==> src/sync_serial_tail_mark_port_params.svh <==
// register indices, field positions, reset values and timing counts of the serial port
// assumes a 32-bit apb bus where each register index maps to byte address index*4
`ifndef SYNC_SERIAL_TAIL_MARK_PORT_PARAMS_SVH
`define SYNC_SERIAL_TAIL_MARK_PORT_PARAMS_SVH

// ----------------------------------------------------------------------
// register indices (byte address is four times the index)
// ----------------------------------------------------------------------
`define SSP_IDX_MODE_CTRL 16'hffa0
`define SSP_IDX_CTRL_STAT 16'hffa1
`define SSP_IDX_DATA_UPPER 16'hffa2
`define SSP_IDX_DATA_LOWER 16'hffa3
`define SSP_IDX_PIN_CFG 16'hffa4

// ----------------------------------------------------------------------
// field positions
// ----------------------------------------------------------------------
`define SSP_BIT_SO_LEVEL 6
`define SSP_BIT_OVERRUN 5
`define SSP_BIT_TAIL_SENDING 1
`define SSP_BIT_START 0
`define SSP_BIT_OPEN_DRAIN 0

// ----------------------------------------------------------------------
// reset values and fixed read patterns
// ----------------------------------------------------------------------
`define SSP_MODE_CTRL_RESET 8'h00
`define SSP_CTRL_STAT_RESET 8'h9c
`define SSP_CTRL_STAT_FIXED 8'h9c

// ----------------------------------------------------------------------
// operation mode codes
// ----------------------------------------------------------------------
`define SSP_OPM_8BIT 2'h0
`define SSP_OPM_16BIT 2'h1
`define SSP_OPM_CONT_CLK 2'h2

// ----------------------------------------------------------------------
// prescaler divide ratios per rate code, and tail length in serial clocks
// ----------------------------------------------------------------------
`define SSP_DIV_0 11'h0400
`define SSP_DIV_1 11'h0100
`define SSP_DIV_2 11'h0040
`define SSP_DIV_3 11'h0020
`define SSP_DIV_4 11'h0010
`define SSP_DIV_5 11'h0008
`define SSP_DIV_6 11'h0004
`define SSP_DIV_7 11'h0002
`define SSP_TAIL_CLKS 5'h01

`endif

==> src/sync_serial_pkg.sv <==
// types shared by the serial port: mode register layout, phase enum and module state
// assumes the _params header supplies every numeric constant
package sync_serial_pkg;

	// ----------------------------------------------------------------------
	// mode control register layout
	// ----------------------------------------------------------------------
	typedef struct packed {
		logic [1:0] op_mode;            // op_mode_hi, op_mode_lo
		logic tail_marker_enable;       // tail marker after each word
		logic tail_type_select;         // 0 hold tail, 1 latch tail
		logic clock_source_select;      // 0 internal, 1 external
		logic [2:0] rate_sel;           // prescaler tap
	} mode_ctrl_t;

	// transfer phase
	typedef enum logic [1:0] {
		PH_IDLE,
		PH_DATA,
		PH_TAIL
	} phase_t;

	// ----------------------------------------------------------------------
	// whole state of the port
	// ----------------------------------------------------------------------
	typedef struct packed {
		mode_ctrl_t mode;               // mode control register
		logic open_drain;               // transmit output open drain
		phase_t phase;                  // transfer phase
		logic start_flag;               // busy flag
		logic overrun_flag;             // sticky overrun
		logic overrun_seen;             // overrun read as one
		logic [15:0] sdr;               // upper and lower data bytes
		logic [4:0] bit_cnt;            // clocks done in this phase
		logic [9:0] div_cnt;            // prescaler half period count
		logic sck;                      // serial clock level driven
		logic sck_prev;                 // previous external clock sample
		logic so;                       // transmit level
		logic done_pulse;               // transfer complete request
		logic pready;                   // apb ready
		logic pslverr;                  // apb error
		logic [31:0] prdata;            // apb read data
	} port_state_t;

endpackage : sync_serial_pkg

==> src/sync_serial_tail_mark_port.sv <==
// synchronous serial port, channel one: lsb-first 8/16-bit shifter with tail marker
// assumes an apb master on CLK_IN and pin inputs already synchronous to CLK_IN
//
// The implementer's own choice: the APB interface to the registers.
`timescale 1ns/1ns
`default_nettype none
`include "sync_serial_tail_mark_port_params.svh"

// What this block does
// - words of 8 or 16 bits
// - mode field picks 8-bit, 16-bit, continuous clock
// - reset clears mode control register
// - mode register write aborts running transfer
// - marker enable adds tail after each word
// - tail type picks hold or latch tail
// - clock source picks internal output or external input
// - rate field divides system clock 1024 down to 2
// - interrupt request on every transfer completion
// - pins: two-way clock, data in, data out
// - transmit output may be open drain
// - lsb first, change on fall, sample on rise
// - start flag begins transfer, reads busy, self-clears
// - external clock after completion sets overrun flag
// - continuous mode drives internal clock at selected rate without pause
module sync_serial_tail_mark_port (
	input wire logic CLK_IN,              // system clock, 125 MHz
	input wire logic SYS_RST_IN,          // synchronous reset, active high
	input wire logic PSEL_IN,             // apb select
	input wire logic PENABLE_IN,          // apb access phase
	input wire logic PWRITE_IN,           // apb direction, 1 write
	input wire logic [31:0] PADDR_IN,     // apb byte address
	input wire logic [31:0] PWDATA_IN,    // apb write data
	output logic [31:0] PRDATA_OUT,       // apb read data
	output logic PREADY_OUT,              // apb ready
	output logic PSLVERR_OUT,             // apb error on unmapped address
	input wire logic SCK_PIN_IN,          // serial clock pin level
	output logic SCK_PIN_OUT,             // serial clock driven level
	output logic SCK_PIN_OE_OUT,          // serial clock drive enable
	input wire logic SI_PIN_IN,           // serial receive data
	output logic SO_PIN_OUT,              // serial transmit level
	output logic SO_PIN_OE_OUT,           // serial transmit drive enable
	output logic XFER_DONE_IRQ_OUT        // one-cycle transfer complete request
);

	// ----------------------------------------------------------------------
	// state and decode signals
	// ----------------------------------------------------------------------
	sync_serial_pkg::port_state_t st_r;   // registered state
	sync_serial_pkg::port_state_t st_nxt; // next state
	logic setup_phase;                    // apb setup cycle
	logic access_wr;                      // write takes effect this edge
	logic access_rd;                      // read completes this edge
	logic [31:0] addr_mode;               // byte address of mode control
	logic [31:0] addr_stat;               // byte address of control status
	logic [31:0] addr_upper;              // byte address of upper data
	logic [31:0] addr_lower;              // byte address of lower data
	logic [31:0] addr_pin;                // byte address of pin config
	logic [9:0] half_cnt;                 // half period minus one
	logic int_toggle;                     // internal clock toggles now
	logic fall_evt;                       // serial clock falling edge
	logic rise_evt;                       // serial clock rising edge
	logic cont_mode;                      // continuous clock mode
	logic [7:0] stat_rd;                  // control status read value
	logic [4:0] word_bits;                // bits in a word

	assign addr_mode = {14'h0000, `SSP_IDX_MODE_CTRL, 2'b00};
	assign addr_stat = {14'h0000, `SSP_IDX_CTRL_STAT, 2'b00};
	assign addr_upper = {14'h0000, `SSP_IDX_DATA_UPPER, 2'b00};
	assign addr_lower = {14'h0000, `SSP_IDX_DATA_LOWER, 2'b00};
	assign addr_pin = {14'h0000, `SSP_IDX_PIN_CFG, 2'b00};

	// ----------------------------------------------------------------------
	// prescaler half period for a rate code
	// ----------------------------------------------------------------------
	function automatic logic [9:0] half_of(input logic [2:0] sel);
		logic [10:0] d;
		case (sel)
			3'h0: d = `SSP_DIV_0;
			3'h1: d = `SSP_DIV_1;
			3'h2: d = `SSP_DIV_2;
			3'h3: d = `SSP_DIV_3;
			3'h4: d = `SSP_DIV_4;
			3'h5: d = `SSP_DIV_5;
			3'h6: d = `SSP_DIV_6;
			default: d = `SSP_DIV_7;
		endcase
		half_of = d[10:1] - 10'h001;
	endfunction : half_of

	// ----------------------------------------------------------------------
	// combinational helpers: apb phases, clock events, status image
	// ----------------------------------------------------------------------
	always_comb begin
		setup_phase = PSEL_IN & ~PENABLE_IN;
		// pready is raised for exactly the access cycle after setup
		access_wr = PSEL_IN & PENABLE_IN & st_r.pready & PWRITE_IN;
		access_rd = PSEL_IN & PENABLE_IN & st_r.pready & ~PWRITE_IN;
		cont_mode = (st_r.mode.op_mode == `SSP_OPM_CONT_CLK);
		word_bits = (st_r.mode.op_mode == `SSP_OPM_16BIT) ? 5'h10 : 5'h08;
		half_cnt = half_of(st_r.mode.rate_sel);
		// internal clock runs only while a transfer or continuous output needs it
		int_toggle = ~st_r.mode.clock_source_select &
			(cont_mode | (st_r.phase != sync_serial_pkg::PH_IDLE)) &
			(st_r.div_cnt == half_cnt);
		if (st_r.mode.clock_source_select) begin
			fall_evt = st_r.sck_prev & ~SCK_PIN_IN;
			rise_evt = ~st_r.sck_prev & SCK_PIN_IN;
		end else begin
			fall_evt = int_toggle & st_r.sck;
			rise_evt = int_toggle & ~st_r.sck;
		end
		stat_rd = `SSP_CTRL_STAT_FIXED;
		stat_rd[`SSP_BIT_SO_LEVEL] = st_r.so;
		stat_rd[`SSP_BIT_OVERRUN] = st_r.overrun_flag;
		stat_rd[`SSP_BIT_TAIL_SENDING] = (st_r.phase == sync_serial_pkg::PH_TAIL);
		stat_rd[`SSP_BIT_START] = st_r.start_flag;
	end

	// ----------------------------------------------------------------------
	// next state
	// ----------------------------------------------------------------------
	always_comb begin
		st_nxt = st_r;
		st_nxt.done_pulse = 1'b0;
		st_nxt.sck_prev = SCK_PIN_IN;

		// apb answer: ready and read data prepared during setup
		st_nxt.pready = setup_phase;
		st_nxt.pslverr = 1'b0;
		st_nxt.prdata = 32'h0000_0000;
		if (setup_phase) begin
			if (PADDR_IN == addr_mode) begin
				st_nxt.prdata = {24'h00_0000, st_r.mode};
			end else if (PADDR_IN == addr_stat) begin
				st_nxt.prdata = {24'h00_0000, stat_rd};
			end else if (PADDR_IN == addr_upper) begin
				st_nxt.prdata = {24'h00_0000, st_r.sdr[15:8]};
			end else if (PADDR_IN == addr_lower) begin
				st_nxt.prdata = {24'h00_0000, st_r.sdr[7:0]};
			end else if (PADDR_IN == addr_pin) begin
				st_nxt.prdata = {31'h0000_0000, st_r.open_drain};
			end else begin
				st_nxt.pslverr = 1'b1; // unmapped address
			end
		end

		// prescaler count, cleared on each toggle
		if (int_toggle) begin
			st_nxt.div_cnt = 10'h000;
			st_nxt.sck = ~st_r.sck;
		end else if (~st_r.mode.clock_source_select &
			(cont_mode | (st_r.phase != sync_serial_pkg::PH_IDLE))) begin
			st_nxt.div_cnt = st_r.div_cnt + 10'h001;
		end else begin
			st_nxt.div_cnt = 10'h000;
			st_nxt.sck = 1'b1; // clock rests high between transfers
		end

		// shift engine
		case (st_r.phase)
			sync_serial_pkg::PH_IDLE: begin
				// external clock after completion is an overrun
				if (st_r.mode.clock_source_select & rise_evt) begin
					st_nxt.overrun_flag = 1'b1;
				end
			end
			sync_serial_pkg::PH_DATA: begin
				if (fall_evt) begin
					st_nxt.so = st_r.sdr[0];
				end
				if (rise_evt) begin
					// received bit enters at the top of the active word
					if (word_bits == 5'h10) begin
						st_nxt.sdr = {SI_PIN_IN, st_r.sdr[15:1]};
					end else begin
						st_nxt.sdr[7:0] = {SI_PIN_IN, st_r.sdr[7:1]};
					end
					st_nxt.bit_cnt = st_r.bit_cnt + 5'h01;
					if (st_r.bit_cnt + 5'h01 == word_bits) begin
						st_nxt.bit_cnt = 5'h00;
						if (st_r.mode.tail_marker_enable) begin
							st_nxt.phase = sync_serial_pkg::PH_TAIL;
						end else begin
							st_nxt.phase = sync_serial_pkg::PH_IDLE;
							st_nxt.start_flag = 1'b0;
							st_nxt.done_pulse = 1'b1;
						end
					end
				end
			end
			sync_serial_pkg::PH_TAIL: begin
				// hold tail holds data low, latch tail drives it high
				if (fall_evt) begin
					st_nxt.so = st_r.mode.tail_type_select;
				end
				if (rise_evt) begin
					st_nxt.bit_cnt = st_r.bit_cnt + 5'h01;
					if (st_r.bit_cnt + 5'h01 == `SSP_TAIL_CLKS) begin
						st_nxt.bit_cnt = 5'h00;
						st_nxt.phase = sync_serial_pkg::PH_IDLE;
						st_nxt.start_flag = 1'b0;
						st_nxt.done_pulse = 1'b1;
					end
				end
			end
			default: begin
				st_nxt.phase = sync_serial_pkg::PH_IDLE;
			end
		endcase

		// register writes
		if (access_wr) begin
			if (PADDR_IN == addr_mode) begin
				st_nxt.mode = PWDATA_IN[7:0];
				// a mode write stops any transfer without a completion request
				st_nxt.phase = sync_serial_pkg::PH_IDLE;
				st_nxt.start_flag = 1'b0;
				st_nxt.bit_cnt = 5'h00;
				st_nxt.done_pulse = 1'b0;
			end else if (PADDR_IN == addr_stat) begin
				// start is ignored while busy or in continuous clock mode
				if (PWDATA_IN[`SSP_BIT_START] & ~st_r.start_flag & ~cont_mode) begin
					st_nxt.start_flag = 1'b1;
					st_nxt.phase = sync_serial_pkg::PH_DATA;
					st_nxt.bit_cnt = 5'h00;
					st_nxt.div_cnt = 10'h000;
				end
				// level override only outside a transfer
				if (st_r.phase == sync_serial_pkg::PH_IDLE) begin
					st_nxt.so = PWDATA_IN[`SSP_BIT_SO_LEVEL];
				end
				// clear needs a prior read of one; a new overrun wins
				if (~PWDATA_IN[`SSP_BIT_OVERRUN] & st_r.overrun_seen &
					~(st_r.mode.clock_source_select & rise_evt &
					(st_r.phase == sync_serial_pkg::PH_IDLE))) begin
					st_nxt.overrun_flag = 1'b0;
					st_nxt.overrun_seen = 1'b0;
				end
			end else if (PADDR_IN == addr_upper) begin
				st_nxt.sdr[15:8] = PWDATA_IN[7:0];
			end else if (PADDR_IN == addr_lower) begin
				st_nxt.sdr[7:0] = PWDATA_IN[7:0];
			end else if (PADDR_IN == addr_pin) begin
				st_nxt.open_drain = PWDATA_IN[`SSP_BIT_OPEN_DRAIN];
			end
		end
		// remember that software saw the overrun flag set
		if (access_rd & (PADDR_IN == addr_stat) & st_r.overrun_flag) begin
			st_nxt.overrun_seen = 1'b1;
		end
	end

	// ----------------------------------------------------------------------
	// state register
	// ----------------------------------------------------------------------
	always_ff @(posedge CLK_IN) begin
		if (SYS_RST_IN) begin
			st_r <= '0;
			st_r.mode <= `SSP_MODE_CTRL_RESET;
			st_r.phase <= sync_serial_pkg::PH_IDLE;
			st_r.sck <= 1'b1;
			st_r.sck_prev <= 1'b1;
		end else begin
			st_r <= st_nxt;
		end
	end

	// ----------------------------------------------------------------------
	// outputs, all straight from the state register
	// ----------------------------------------------------------------------
	// the clock pin drives only with the internal source selected
	assign SCK_PIN_OUT = st_r.sck;
	assign SCK_PIN_OE_OUT = ~st_r.mode.clock_source_select;
	// open drain drives only the low level; the pull-up gives the high
	assign SO_PIN_OUT = st_r.so & ~st_r.open_drain;
	assign SO_PIN_OE_OUT = ~st_r.open_drain | ~st_r.so;
	assign XFER_DONE_IRQ_OUT = st_r.done_pulse;
	assign PRDATA_OUT = st_r.prdata;
	assign PREADY_OUT = st_r.pready;
	assign PSLVERR_OUT = st_r.pslverr & st_r.pready;

endmodule : sync_serial_tail_mark_port
`default_nettype wire

==> config.mk <==
export PLATFORM = sky130hd
export DESIGN_NAME = sync_serial_tail_mark_port
export DESIGN_NICKNAME = d
export VERILOG_FILES = /design/src/sync_serial_pkg.sv /design/src/sync_serial_tail_mark_port.sv
export VERILOG_INCLUDE_DIRS = /design/src /design/src/src
export SDC_FILE = /design/constraint.sdc
export NUM_CORES = 1
export LEC_CHECK = 0
export BUFFER_PORTS_ARGS = -buffer_cell sky130_fd_sc_hd__buf_2
export CORE_ASPECT_RATIO = 2
export CORE_MARGIN = 2
export CORE_UTILIZATION = 52
export DETAILED_ROUTE_END_ITERATION = 16
export GPL_TIMING_DRIVEN = 0
export PLACE_DENSITY_LB_ADDON = 0.3
export SLEW_MARGIN = 0
export SYNTH_ARGS = -nofsm -noshare
export SYNTH_HDL_FRONTEND = slang
export SYNTH_SLANG_ARGS = --single-unit
export TNS_END_PERCENT = 1
==> constraint.sdc <==
create_clock -name CLK_IN -period 3.2 [get_ports CLK_IN]
set_clock_uncertainty 0.2 [all_clocks]
set_input_delay 0.16 -clock CLK_IN [delete_from_list [all_inputs] [get_ports CLK_IN]]
set_output_delay 0.16 -clock CLK_IN [all_outputs]
set_load 0.05 [all_outputs]
Word level (Yosys, flattened, before mapping)
Index checks and enable logic that the tools add are counted.
{"block": "totals", "elab_cells": 155, "ff_bits": 83}
{"block": "classes", "addsub": 3, "eq_ne": 21, "n_mux": 59, "n_bitwise": 40, "reduce_logical": 11}
{"cell": "32-bit by 18-bit equality test with 1-bit output, second input constant", "n": 5}
{"cell": "11-bit one-hot mux with 7 select lines", "n": 1}
{"cell": "8-bit two-way mux", "n": 9}
{"cell": "36-bit two-way mux", "n": 1}
{"cell": "16-bit two-way mux", "n": 2}
{"cell": "15-bit two-way mux", "n": 2}
{"cell": "5-bit two-way mux", "n": 6}
{"cell": "1-bit AND", "n": 21}
{"cell": "21-bit two-way mux", "n": 1}
{"cell": "1-bit two-way mux", "n": 20}
{"cell": "10-bit two-way mux", "n": 2}
{"cell": "18-bit two-way mux", "n": 1}
{"cell": "3-bit two-way mux", "n": 6}
{"cell": "1-bit NOT", "n": 17}
{"cell": "11-bit two-way mux", "n": 1}
{"cell": "10-bit by 1-bit adder with 10-bit output, second input constant", "n": 1}
{"cell": "10-bit equality test", "n": 1}
{"cell": "5-bit one-hot mux with 2 select lines", "n": 1}
{"cell": "10-bit by 1-bit subtractor with 10-bit output, second input constant", "n": 1}
{"cell": "3-bit equality test, second input constant", "n": 3}
{"cell": "2-bit nonzero test", "n": 4}
{"cell": "3-bit by 2-bit equality test with 1-bit output, second input constant", "n": 2}
{"cell": "2-bit two-way mux", "n": 3}
{"cell": "2-bit one-hot mux with 3 select lines", "n": 1}
{"cell": "other kinds (19)", "n": 22}

Depth between registers and ports, before layout
Gate-level depths: netlist of run 1.
{"block": "depth", "word_depth": 16, "mapped_depth": 8, "depth_no_buf": 8}

Least setup slack after synthesis of run 1
OpenSTA, ideal clock, no wires.
{"block": "synth_timing", "kind": "reg2reg", "from": "reg st_r[75] (netlist bit)", "to": "reg st_r[67] (netlist bit)", "synth_period_minus_slack_ns": 2.692, "n_path_buf": 1, "arrival_time_ns": 2.376, "setup_ns": 0.117, "path_stages_with_launch": 9, "slack_ns": 0.508, "cell_sequence": "dfxtp_1 -> buf_6 -> a21o_1 -> a2111oi_4 -> o21ai_2 -> nor4b_4 -> o211ai_4 -> mux2_1 -> a22o_1"}
{"block": "synth_via", "elab_chain_cells": 13}
{"element": "from (decl)", "line_no": "sync_serial_tail_mark_port.sv:48", "rtl": "sync_serial_pkg::port_state_t st_r;"}
{"element": "from (signal assigned)", "line_no": "sync_serial_tail_mark_port.sv:264", "rtl": "st_r <= st_nxt;"}
{"element": "3-bit equality test (tied with other cells)", "line_no": "sync_serial_tail_mark_port.sv:77", "rtl": "case (sel)"}
{"element": "11-bit one-hot mux with 7 select lines (*)", "line_no": "sync_serial_tail_mark_port.sv:77"}
{"element": "10-bit by 1-bit subtractor with 10-bit output (*)", "line_no": "sync_serial_tail_mark_port.sv:87", "rtl": "half_of = d[10:1] - 10'h001;"}
{"element": "10-bit equality test (*)", "line_no": "sync_serial_tail_mark_port.sv:104", "rtl": "(st_r.div_cnt == half_cnt);"}
{"element": "1-bit AND (*)", "line_no": "sync_serial_tail_mark_port.sv:103", "rtl": "(cont_mode | (st_r.phase != sync_serial_pkg::PH_IDLE)) &"}
{"element": "1-bit AND (*)", "line_no": "sync_serial_tail_mark_port.sv:110", "rtl": "rise_evt = int_toggle & ~st_r.sck;"}
{"element": "1-bit two-way mux (*)", "line_no": "sync_serial_tail_mark_port.sv:105", "rtl": "if (st_r.mode.clock_source_select) begin"}
{"element": "21-bit two-way mux (*)", "line_no": "sync_serial_tail_mark_port.sv:171", "rtl": "if (rise_evt) begin"}
{"element": "16-bit two-way mux (*)", "line_no": "sync_serial_tail_mark_port.sv:160", "rtl": "case (st_r.phase)"}
{"element": "8-bit two-way mux", "line_no": "sync_serial_tail_mark_port.sv:239", "rtl": "end else if (PADDR_IN == addr_upper) begin"}
{"element": "16-bit two-way mux", "line_no": "sync_serial_tail_mark_port.sv:220", "rtl": "end else if (PADDR_IN == addr_stat) begin"}
{"element": "18-bit two-way mux", "line_no": "sync_serial_tail_mark_port.sv:213", "rtl": "if (PADDR_IN == addr_mode) begin"}
{"element": "36-bit two-way mux (*)", "line_no": "sync_serial_tail_mark_port.sv:212", "rtl": "if (access_wr) begin"}
Mark *: on every way between the ends. The rest lies on a longest branch, timed or not. The select of a mux whose other input is x is not followed.
A chain may end at the register's enable or synchronous reset.

Worst setup path in the final report of run 1
{"block": "layout_timing", "from": "reg st_r[38] (netlist bit)", "to": "reg st_r[67] (netlist bit)"}
{"block": "layout_via", "elab_chain_cells": 10}
{"element": "10-bit equality test (*)", "line_no": "sync_serial_tail_mark_port.sv:104"}
{"element": "1-bit AND (*)", "line_no": "sync_serial_tail_mark_port.sv:103"}
{"element": "1-bit AND (*)", "line_no": "sync_serial_tail_mark_port.sv:110"}
{"element": "1-bit two-way mux (*)", "line_no": "sync_serial_tail_mark_port.sv:105"}
{"element": "21-bit two-way mux (*)", "line_no": "sync_serial_tail_mark_port.sv:171"}
{"element": "16-bit two-way mux (*)", "line_no": "sync_serial_tail_mark_port.sv:160"}
{"element": "8-bit two-way mux", "line_no": "sync_serial_tail_mark_port.sv:239"}
{"element": "16-bit two-way mux", "line_no": "sync_serial_tail_mark_port.sv:220"}
{"element": "18-bit two-way mux", "line_no": "sync_serial_tail_mark_port.sv:213"}
{"element": "36-bit two-way mux (*)", "line_no": "sync_serial_tail_mark_port.sv:212"}
Marked as above.

==> metrics.md, run 1 <==
| Metric | Value |
|---|---|
| Ranking of synthesized cells by area | `dfxtp_1 (34%), buf_4 (6.8%), nor2_1 (4.8%), mux2i_1 (4.5%), nand2_1 (3.3%)` |
| Later-pin clock latency in the skew report | `between 300 and 400 ps` |
| Pint | `1.454 mW` |
| GRT Util Overall | `0.2717` |
| Clk pwr share | `0.514` |
| VDD IR max | `~0.00032 V` |
| Die Width | `approximately 62 um` |
| ANT cells | `0` |
| I/O Buffers | `59` |
| Top cell type's share of synthesized area | `0.3353` |
| Post_cts resized | `0` |
| Max cap viols | `0` |
| WL final | `just under 10 mm` |
| Slew of the pin with the lowest slew margin | `between 1000 and 1500 ps` |
| Worst-path cell chain | `and4b_1, a32o_1, a31oi_1, nor4b_4, buf_12, o211ai_4, mux2_1, a22o_1` |
| Post-DP HPWL | `7.478 mm` |
| Final-stage net count | `around 600` |
| Psw | `roughly 0.43 mW` |
| Die area | `roughly 7500 um^2` |
| Flop pwr share | `0.392` |
| FF/Latch Area | `approximately 1200 um^2` |
| Residual overflow from global routing | `0` |
| Vias per cell | `5.605` |
| Top FF cell, synth | `dfxtp_1` |
| CP Data Arrival Time | `between 2000 and 3000 ps` |
| CTS Buf Count | `9` |
| Switch share | `0.2276` |
| Slew Viols, Final | `0` |
| Vias | `roughly 3400` |
| Synth Register Bits | `between 50 and 60` |
| CTS tree | `done` |
| Drt wl/cell | `between 15 and 20 um` |
| Area delta synth->final | `27.07%` |
| Post-synth EDFFs | `0` |
| Number of fillers in the final layout | `542` |
| Slowest stage delay, CP | `470 ps` |
| Commonest cells in the netlist | `dfxtp_1 (59), nor2_1 (45), buf_4 (32), nand2_1 (31), mux2i_1 (16)` |
| # clock sinks | `approximately 60` |
| Combinational power share | `0.093` |
| Crit path launch type | `flop` |
| Layout cell share with drive strength beyond 1 | `0.2568` |
| Num ports | `110` |
| Vias in the first global route | `between 3000 and 4000` |
| Site Rows | `between 40 and 50` |
| Area leader, netlist | `dfxtp_1` |
| CTS clk-pin slew, worst paths | `50 ps` |
| Register area share after synthesis | `0.3353` |
| Final number of setup-violating endpoints | `0` |
| Worst setup EP type | `flop` |
| DRC Markers | `0` |
| Multi-input gate area | `2072 um^2` |
| WS Path Type | `flop to flop` |
| Longest Clk Path Bufs | `2` |
| Antenna Nets Post-Route | `0` |
| Setup TNS Final | `0 ps` |
| DRC marker count from the first detailed-route iteration | `between 150 and 200` |
| Pre-antenna DRT Iters | `4` |
| Post-Syn Instances | `403` |
| Placeable Area | `between 6000 and 7000 um^2` |
| Mapped Area | `about 3500 um^2` |
| Max-Slew Margin vs Limit | `0.3043` |
| Yosys warns | `0` |
| Starting Density | `0.5362` |
| Final period demand of the worst path | `roughly 2800 ps` |
| Synth cell types | `63` |
| Required @ worst endpoint | `3220 ps` |
| Pin count of the biggest net entering global routing | `11` |
| Final GP Congestion | `~0.95` |
| Period Utilization, post-route | `0.8600` |
| H-tree levels | `3` |
| Peak Freq | `363.4 MHz` |
| Synthesized area per cell | `~8.7 um^2` |
| Die Ht | `between 100 and 150 um` |
| Post-synth ARST share | `0` |
| Outcome | `finished clean` |
| Initial antenna violation count | `0` |
| Most common cell in the netlist | `dfxtp_1` |
| CP max stage cell | `dfxtp_1` |
| Pleak | `between 1.5 and 2 nW` |
| Min-delay worst type | `input pin to flop` |
| Pwr Total | `between 1.5 and 2 mW` |
| Endpoints failing hold | `0` |
| CP max FO | `10` |
| First-pass GRT wire length | `15.85 mm` |
| Unrepaired setup endpoints after global routing | `no` |
| CTS root buf | `clkbuf_16` |
| PwrDens | `around 420 nW/um^2` |
worst paths after layout:
| path | startpoint | endpoint | slack (ps) | cells after the start |
|---|---|---|---|---|
| hold reg to reg | st_r[38] | st_r[38] | 340 | 1 |
| setup reg to reg | st_r[38] | st_r[67] | 450 | 8 |
| hold / removal | SYS_RST_IN | st_r[69] | 30 | 3 |
| setup / recovery | st_r[38] | st_r[67] | 450 | 8 |
sequential cells by signal, indices dropped and copies added (netlist names):
signal	flops
PRDATA_OUT	8
PREADY_OUT	1
SCK_PIN_OUT	1
XFER_DONE_IRQ_OUT	1
st_r	48
cells in the final DEF, fill, tap and decap left out, drive strengths merged, types with 4 or more instances in the layout:
cell / count
nor4b: 5
dlygate4sd3: 14
inv: 14
o21ai: 11
a22o: 9
nor4: 7
nand2b: 4
nor3b: 4
conb: 24
a21oi: 12
o22ai: 4
dfxtp: 59
nand4: 5
xor2: 8
nor3: 13
mux4: 4
mux2: 13
nor2: 45
ha: 7
nor2b: 8
nand3: 13
clkbuf: 23
mux2i: 16
nand2: 31
a211oi: 9
buf: 95
a31oi: 8
cells by family after synthesis:
logic type      Yosys count  synth area share
buf+inv                  60            0.1009
fa+ha+maj                 7           0.02487
xor+xnor                 11           0.02736
simple gates            154            0.2281
other cells               1          0.001065
mux                      33            0.1126
compound gates           78            0.1698
flops                    59            0.3353
layout make-up:
type | instances | area share
Timing Repair Buffer | 74 | 0.1018
Clock inverter | 2 | 0.007828
Inverter | 14 | 0.01174
Sequential cell | 59 | 0.2639
Tap cell | 88 | 0.02460
Clock buffer | 12 | 0.05955
Multi-Input combinational cell | 307 | 0.4630
Buffer | 46 | 0.06765
critical path, delay by kind of cell (launching register included):
family	cells	cell delay, ps
AOI/OAI and AO/OA	4	1110
DFF	1	470
muxes	1	360
and+or+nand+nor	2	330
buffers and inverters	1	160
layer usage:
layer / vias to the layer above / part of all wire / track usage
met2: 108 / 0.56 / 0.5136
li1: 1632 / - / -
met5: - / 0 / 0
met3: 28 / 0.046 / 0.06140
met4: 0 / 0.049 / 0.1806
met1: 1606 / 0.35 / 0.2555
power groups by stage:
stage,Combinational (mW),Sequential [mW],Clock [mW]
finish,0.175,0.739,0.969
floorplan,0.112,0.755,0
global placement,0.158,0.753,0
detailed placement,0.160,0.753,0
CTS,0.173,0.739,0.984
global route,0.186,0.738,1.01
through the flow:
stage	instances	setup WS (ps)	utilization	instance area, um^2	hold WS, ps
after floorplan	426	507.5	-	3608	32.38
after global routing	602	248.8	0.6813	4476	26.77
after CTS	601	177.2	0.6783	4456	7.832
final	602	448.0	0.6813	4476	25.05
after global placement	573	234.8	0.6110	4014	197.0
after detailed placement	573	181.9	0.6110	4014	196.4
repair_timing:
item,4_1_cts,5_1_grt
hold endpoints to repair,30,0
endpoints found under the setup margin,0,1
hold buffers,14,0
buffers inserted,0,1
Power figures use the tool's default switching activity.
==> run 2, diff against run 1 <==
--- a/config.mk
+++ b/config.mk
@@ -6,12 +6,16 @@
 export SDC_FILE = /design/constraint.sdc
 export NUM_CORES = 1
 export LEC_CHECK = 0
+export ABC_AREA = 1
 export BUFFER_PORTS_ARGS = -buffer_cell sky130_fd_sc_hd__buf_2
+export CELL_PAD_IN_SITES_DETAIL_PLACEMENT = 0
+export CELL_PAD_IN_SITES_GLOBAL_PLACEMENT = 2
 export CORE_ASPECT_RATIO = 2
 export CORE_MARGIN = 2
-export CORE_UTILIZATION = 52
+export CORE_UTILIZATION = 27
 export DETAILED_ROUTE_END_ITERATION = 16
 export GPL_TIMING_DRIVEN = 0
+export MAX_ROUTING_LAYER = met4
 export PLACE_DENSITY_LB_ADDON = 0.3
 export SLEW_MARGIN = 0
 export SYNTH_ARGS = -nofsm -noshare
==> metrics.md, run 2 <==
| Metric | Value |
|---|---|
| Worst-path cell chain | `dlygate4sd3_1, buf_2, nand4_1, inv_1, clkbuf_1, nand4_1, nor2_1, nor2_1, nand2_1, inv_1 (was and4b_1, a32o_1, a31oi_1, nor4b_4, buf_12, o211ai_4, mux2_1, a22o_1)` |
| Period Utilization, post-route | `0.7674 (was 0.8600)` |
| FF/Latch Area | `1181 um^2 (unchanged)` |
| CTS tree | `done (unchanged)` |
| Slowest stage delay, CP | `520 ps (was 470 ps)` |
| Unrepaired setup endpoints after global routing | `no (unchanged)` |
| Vias | `3872 (was 3374)` |
| Endpoints failing hold | `0 (unchanged)` |
| Placeable Area | `13890 um^2 (was 6569 um^2)` |
| Layout cell share with drive strength beyond 1 | `0.1876 (was 0.2568)` |
| Die Ht | `172.1 um (was 120.4 um)` |
| Pwr Total | `1.906 mW (was 1.883 mW)` |
| Mapped Area | `3816 um^2 (was 3522 um^2)` |
| Final period demand of the worst path | `2456 ps (was 2752 ps)` |
| Top FF cell, synth | `dfxtp_1 (unchanged)` |
| Biggest register | `st_r (unchanged)` |
| Hold buffers post-CTS | `11 (was 14)` |
| WL final | `11.90 mm (was 9.712 mm)` |
| Num ports | `110 (unchanged)` |
| Outcome | `finished clean (unchanged)` |
| Residual overflow from global routing | `0 (unchanged)` |
| CP Buf/Inv Count | `5 (was 1)` |
| Site Rows | `61 (was 42)` |
| Setup TNS Final | `0 ps (unchanged)` |
| Longest Clk Path Bufs | `2 (unchanged)` |
| Later-pin clock latency in the skew report | `330 ps (about the same)` |
| DRC Markers | `0 (unchanged)` |
| Pin count of the biggest net entering global routing | `12 (was 11)` |
| Slew Viols, Final | `0 (unchanged)` |
| Post-Syn Instances | `599 (was 403)` |
| Peak Freq | `407.2 MHz (was 363.4 MHz)` |
| Vias per cell | `4.312 (was 5.605)` |
| Die area | `15160 um^2 (was 7488 um^2)` |
| Setup repair bufs after CTS | `0 (unchanged)` |
| DRC marker count from the first detailed-route iteration | `127 (was 184)` |
| CTS clk-pin slew, worst paths | `50 ps (about the same)` |
| Crit path launch type | `input pin (was flop)` |
| Area leader, netlist | `dfxtp_1 (unchanged)` |
| Synth cell types | `36 (was 63)` |
| Pre-antenna DRT Iters | `5 (was 4)` |
| Commonest non-fill, non-tap cell in the layout | `nand2_1 (was buf_2)` |
| Post-DP HPWL | `9.883 mm (was 7.478 mm)` |
| Register area share after synthesis | `0.3095 (was 0.3353)` |
| GRT Util Overall | `0.1726 (was 0.2717)` |
| CP max stage cell | `dlygate4sd3_1 (was dfxtp_1)` |
| # clock sinks | `59 (unchanged)` |
| Area delta synth->final | `27.18% (was 27.07%)` |
| PwrDens | `392.6 nW/um^2 (was 420.7 nW/um^2)` |
| Max-Slew Margin vs Limit | `0.2978 (was 0.3043)` |
| Antenna Nets Post-Route | `0 (unchanged)` |
| Min-delay worst type | `input pin to flop (unchanged)` |
| First-pass GRT wire length | `19.04 mm (was 15.85 mm)` |
| Most common cell in the netlist | `nand2_1 (was dfxtp_1)` |
| Post_cts resized | `0 (unchanged)` |
| Cell family with most CP delay | `buffers and inverters (was compound AO/OA/AOI/OAI gates)` |
| ANT cells | `0 (unchanged)` |
| Number of fillers in the final layout | `1556 (was 542)` |
| CP max FO | `10 (unchanged)` |
| CP Data Arrival Time | `2490 ps (was 2770 ps)` |
| H-tree levels | `3 (unchanged)` |
| Initial antenna violation count | `0 (unchanged)` |
| Commonest cells in the netlist | `nand2_1 (127), inv_1 (110), nor2_1 (70), dfxtp_1 (59), nand3_1 (45) (was dfxtp_1 (59), nor2_1 (45), buf_4 (32), nand2_1 (31), mux2i_1 (16))` |
| Final number of setup-violating endpoints | `0 (unchanged)` |
| Final GP Congestion | `0.8352 (was 0.9455)` |
| VDD IR max | `0.0002397 V (was 0.0003214 V)` |
| Most frequent cells in the layout | `nand2_1 (127), inv_1 (110), nor2_1 (70) (was buf_2 (61), dfxtp_1 (59), nor2_1 (45))` |
| Top cell type's share of synthesized area | `0.3095 (was 0.3353)` |
| Max cap viols | `0 (unchanged)` |
| Pleak | `2.454 nW (was 1.951 nW)` |
| Vias in the first global route | `3758 (was 3326)` |
| Synthesized area per cell | `6.371 um^2 (was 8.740 um^2)` |
| Worst setup EP type | `flop (unchanged)` |
| Drt wl/cell | `13.25 um (was 16.13 um)` |
| Max reg flops | `48 (unchanged)` |
| Starting Density | `0.2747 (was 0.5362)` |
| Synth Register Bits | `59 (unchanged)` |
| Multi-input gate area | `1992 um^2 (was 2072 um^2)` |
| Yosys warns | `0 (unchanged)` |
| CTS Buf Count | `9 (unchanged)` |
| Required @ worst endpoint | `3230 ps (was 3220 ps)` |
| Final-stage net count | `782 (was 589)` |
| Post-synth EDFFs | `0 (unchanged)` |
| Post-synth ARST share | `0 (unchanged)` |
| Slew of the pin with the lowest slew margin | `1045 ps (was 1036 ps)` |
| WS Path Type | `input pin to flop (was flop to flop)` |
| Die Width | `88.07 um (was 62.20 um)` |
| CTS root buf | `clkbuf_16 (unchanged)` |
| Ranking of synthesized cells by area | `dfxtp_1 (31%), nand2_1 (12%), inv_1 (11%), buf_4 (6.9%), nor2_1 (6.9%) (was dfxtp_1 (34%), buf_4 (6.8%), nor2_1 (4.8%), mux2i_1 (4.5%), nand2_1 (3.3%))` |
| I/O Buffers | `60 (was 59)` |
-- run 2: kinds of logic (layout without fill, tap and decap cells) --
family                     after synthesis  in the layout  synth area share
DFF                                     59             59            0.3095
and+or+nand+nor                        296            296            0.3436
other                                    1             24         0.0009827
adders and majority gates                7              7           0.02295
buffers and inverters                  158            245            0.1911
AOI/OAI and AO/OA                       70             70            0.1134
xor gates and xnor gates                 8              8           0.01836
-- run 2: metal layers --
layer | part of all wire | wire, um | track usage
met1 | 0.35 | 4194 | 0.1589
met2 | 0.60 | 7088 | 0.3403
met3 | 0.034 | 401 | 0.02721
met4 | 0.018 | 217 | 0.06851
met5 | 0 | 0 | -
-- run 2: per-stage QoR --
step	hold WS (ps)	std cells	area, um^2	utilization	setup WS, ps
2_1_floorplan	68.20	622	3902	-	1031
3_3_place_gp	184.2	871	4439	0.3196	839.6
3_5_place_dp	181.4	871	4439	0.3196	825.0
4_1_cts	6.006	898	4853	0.3494	747.8
5_1_grt	28.79	898	4853	0.3494	504.1
6_report	11.48	898	4853	0.3494	744.2
-- run 2: layout make-up --
| class | instances | area share |
|---|---|---|
| tap | 189 | 0.04872 |
| multi-input combinational | 405 | 0.4104 |
| inverter | 113 | 0.08739 |
| sequential | 59 | 0.2434 |
| timing repair buffer | 71 | 0.08456 |
| clock buffer | 10 | 0.04924 |
| clock inverter | 6 | 0.01341 |
| buffer | 45 | 0.06290 |
-- run 2: power breakdown --
part | switching [mW] | internal, mW
clock network | 0.370 | 0.622
registers | 0.000902 | 0.736
logic | 0.117 | 0.0593
total | 0.488 | 1.42
-- run 2: final timing paths --
check | from | end | slack (ps) | depth (start not counted)
setup / recovery | PENABLE_IN | st_r[68] | 740 | 10
hold / removal | PWDATA_IN[5] | st_r[80] | 10 | 3
setup reg to reg | PREADY_OUT | st_r[68] | 820 | 8
hold reg to reg | st_r[69] | st_r[69] | 290 | 2
-- run 2: worst reg2reg max path, cell delays in order (launching register included) --
cell and delay, ps:
dfxtp_1 360, nand4_1 260, inv_1 150, clkbuf_1 400, nand4_1 490, nor2_1 240
nor2_1 60, nand2_1 90, inv_1 30
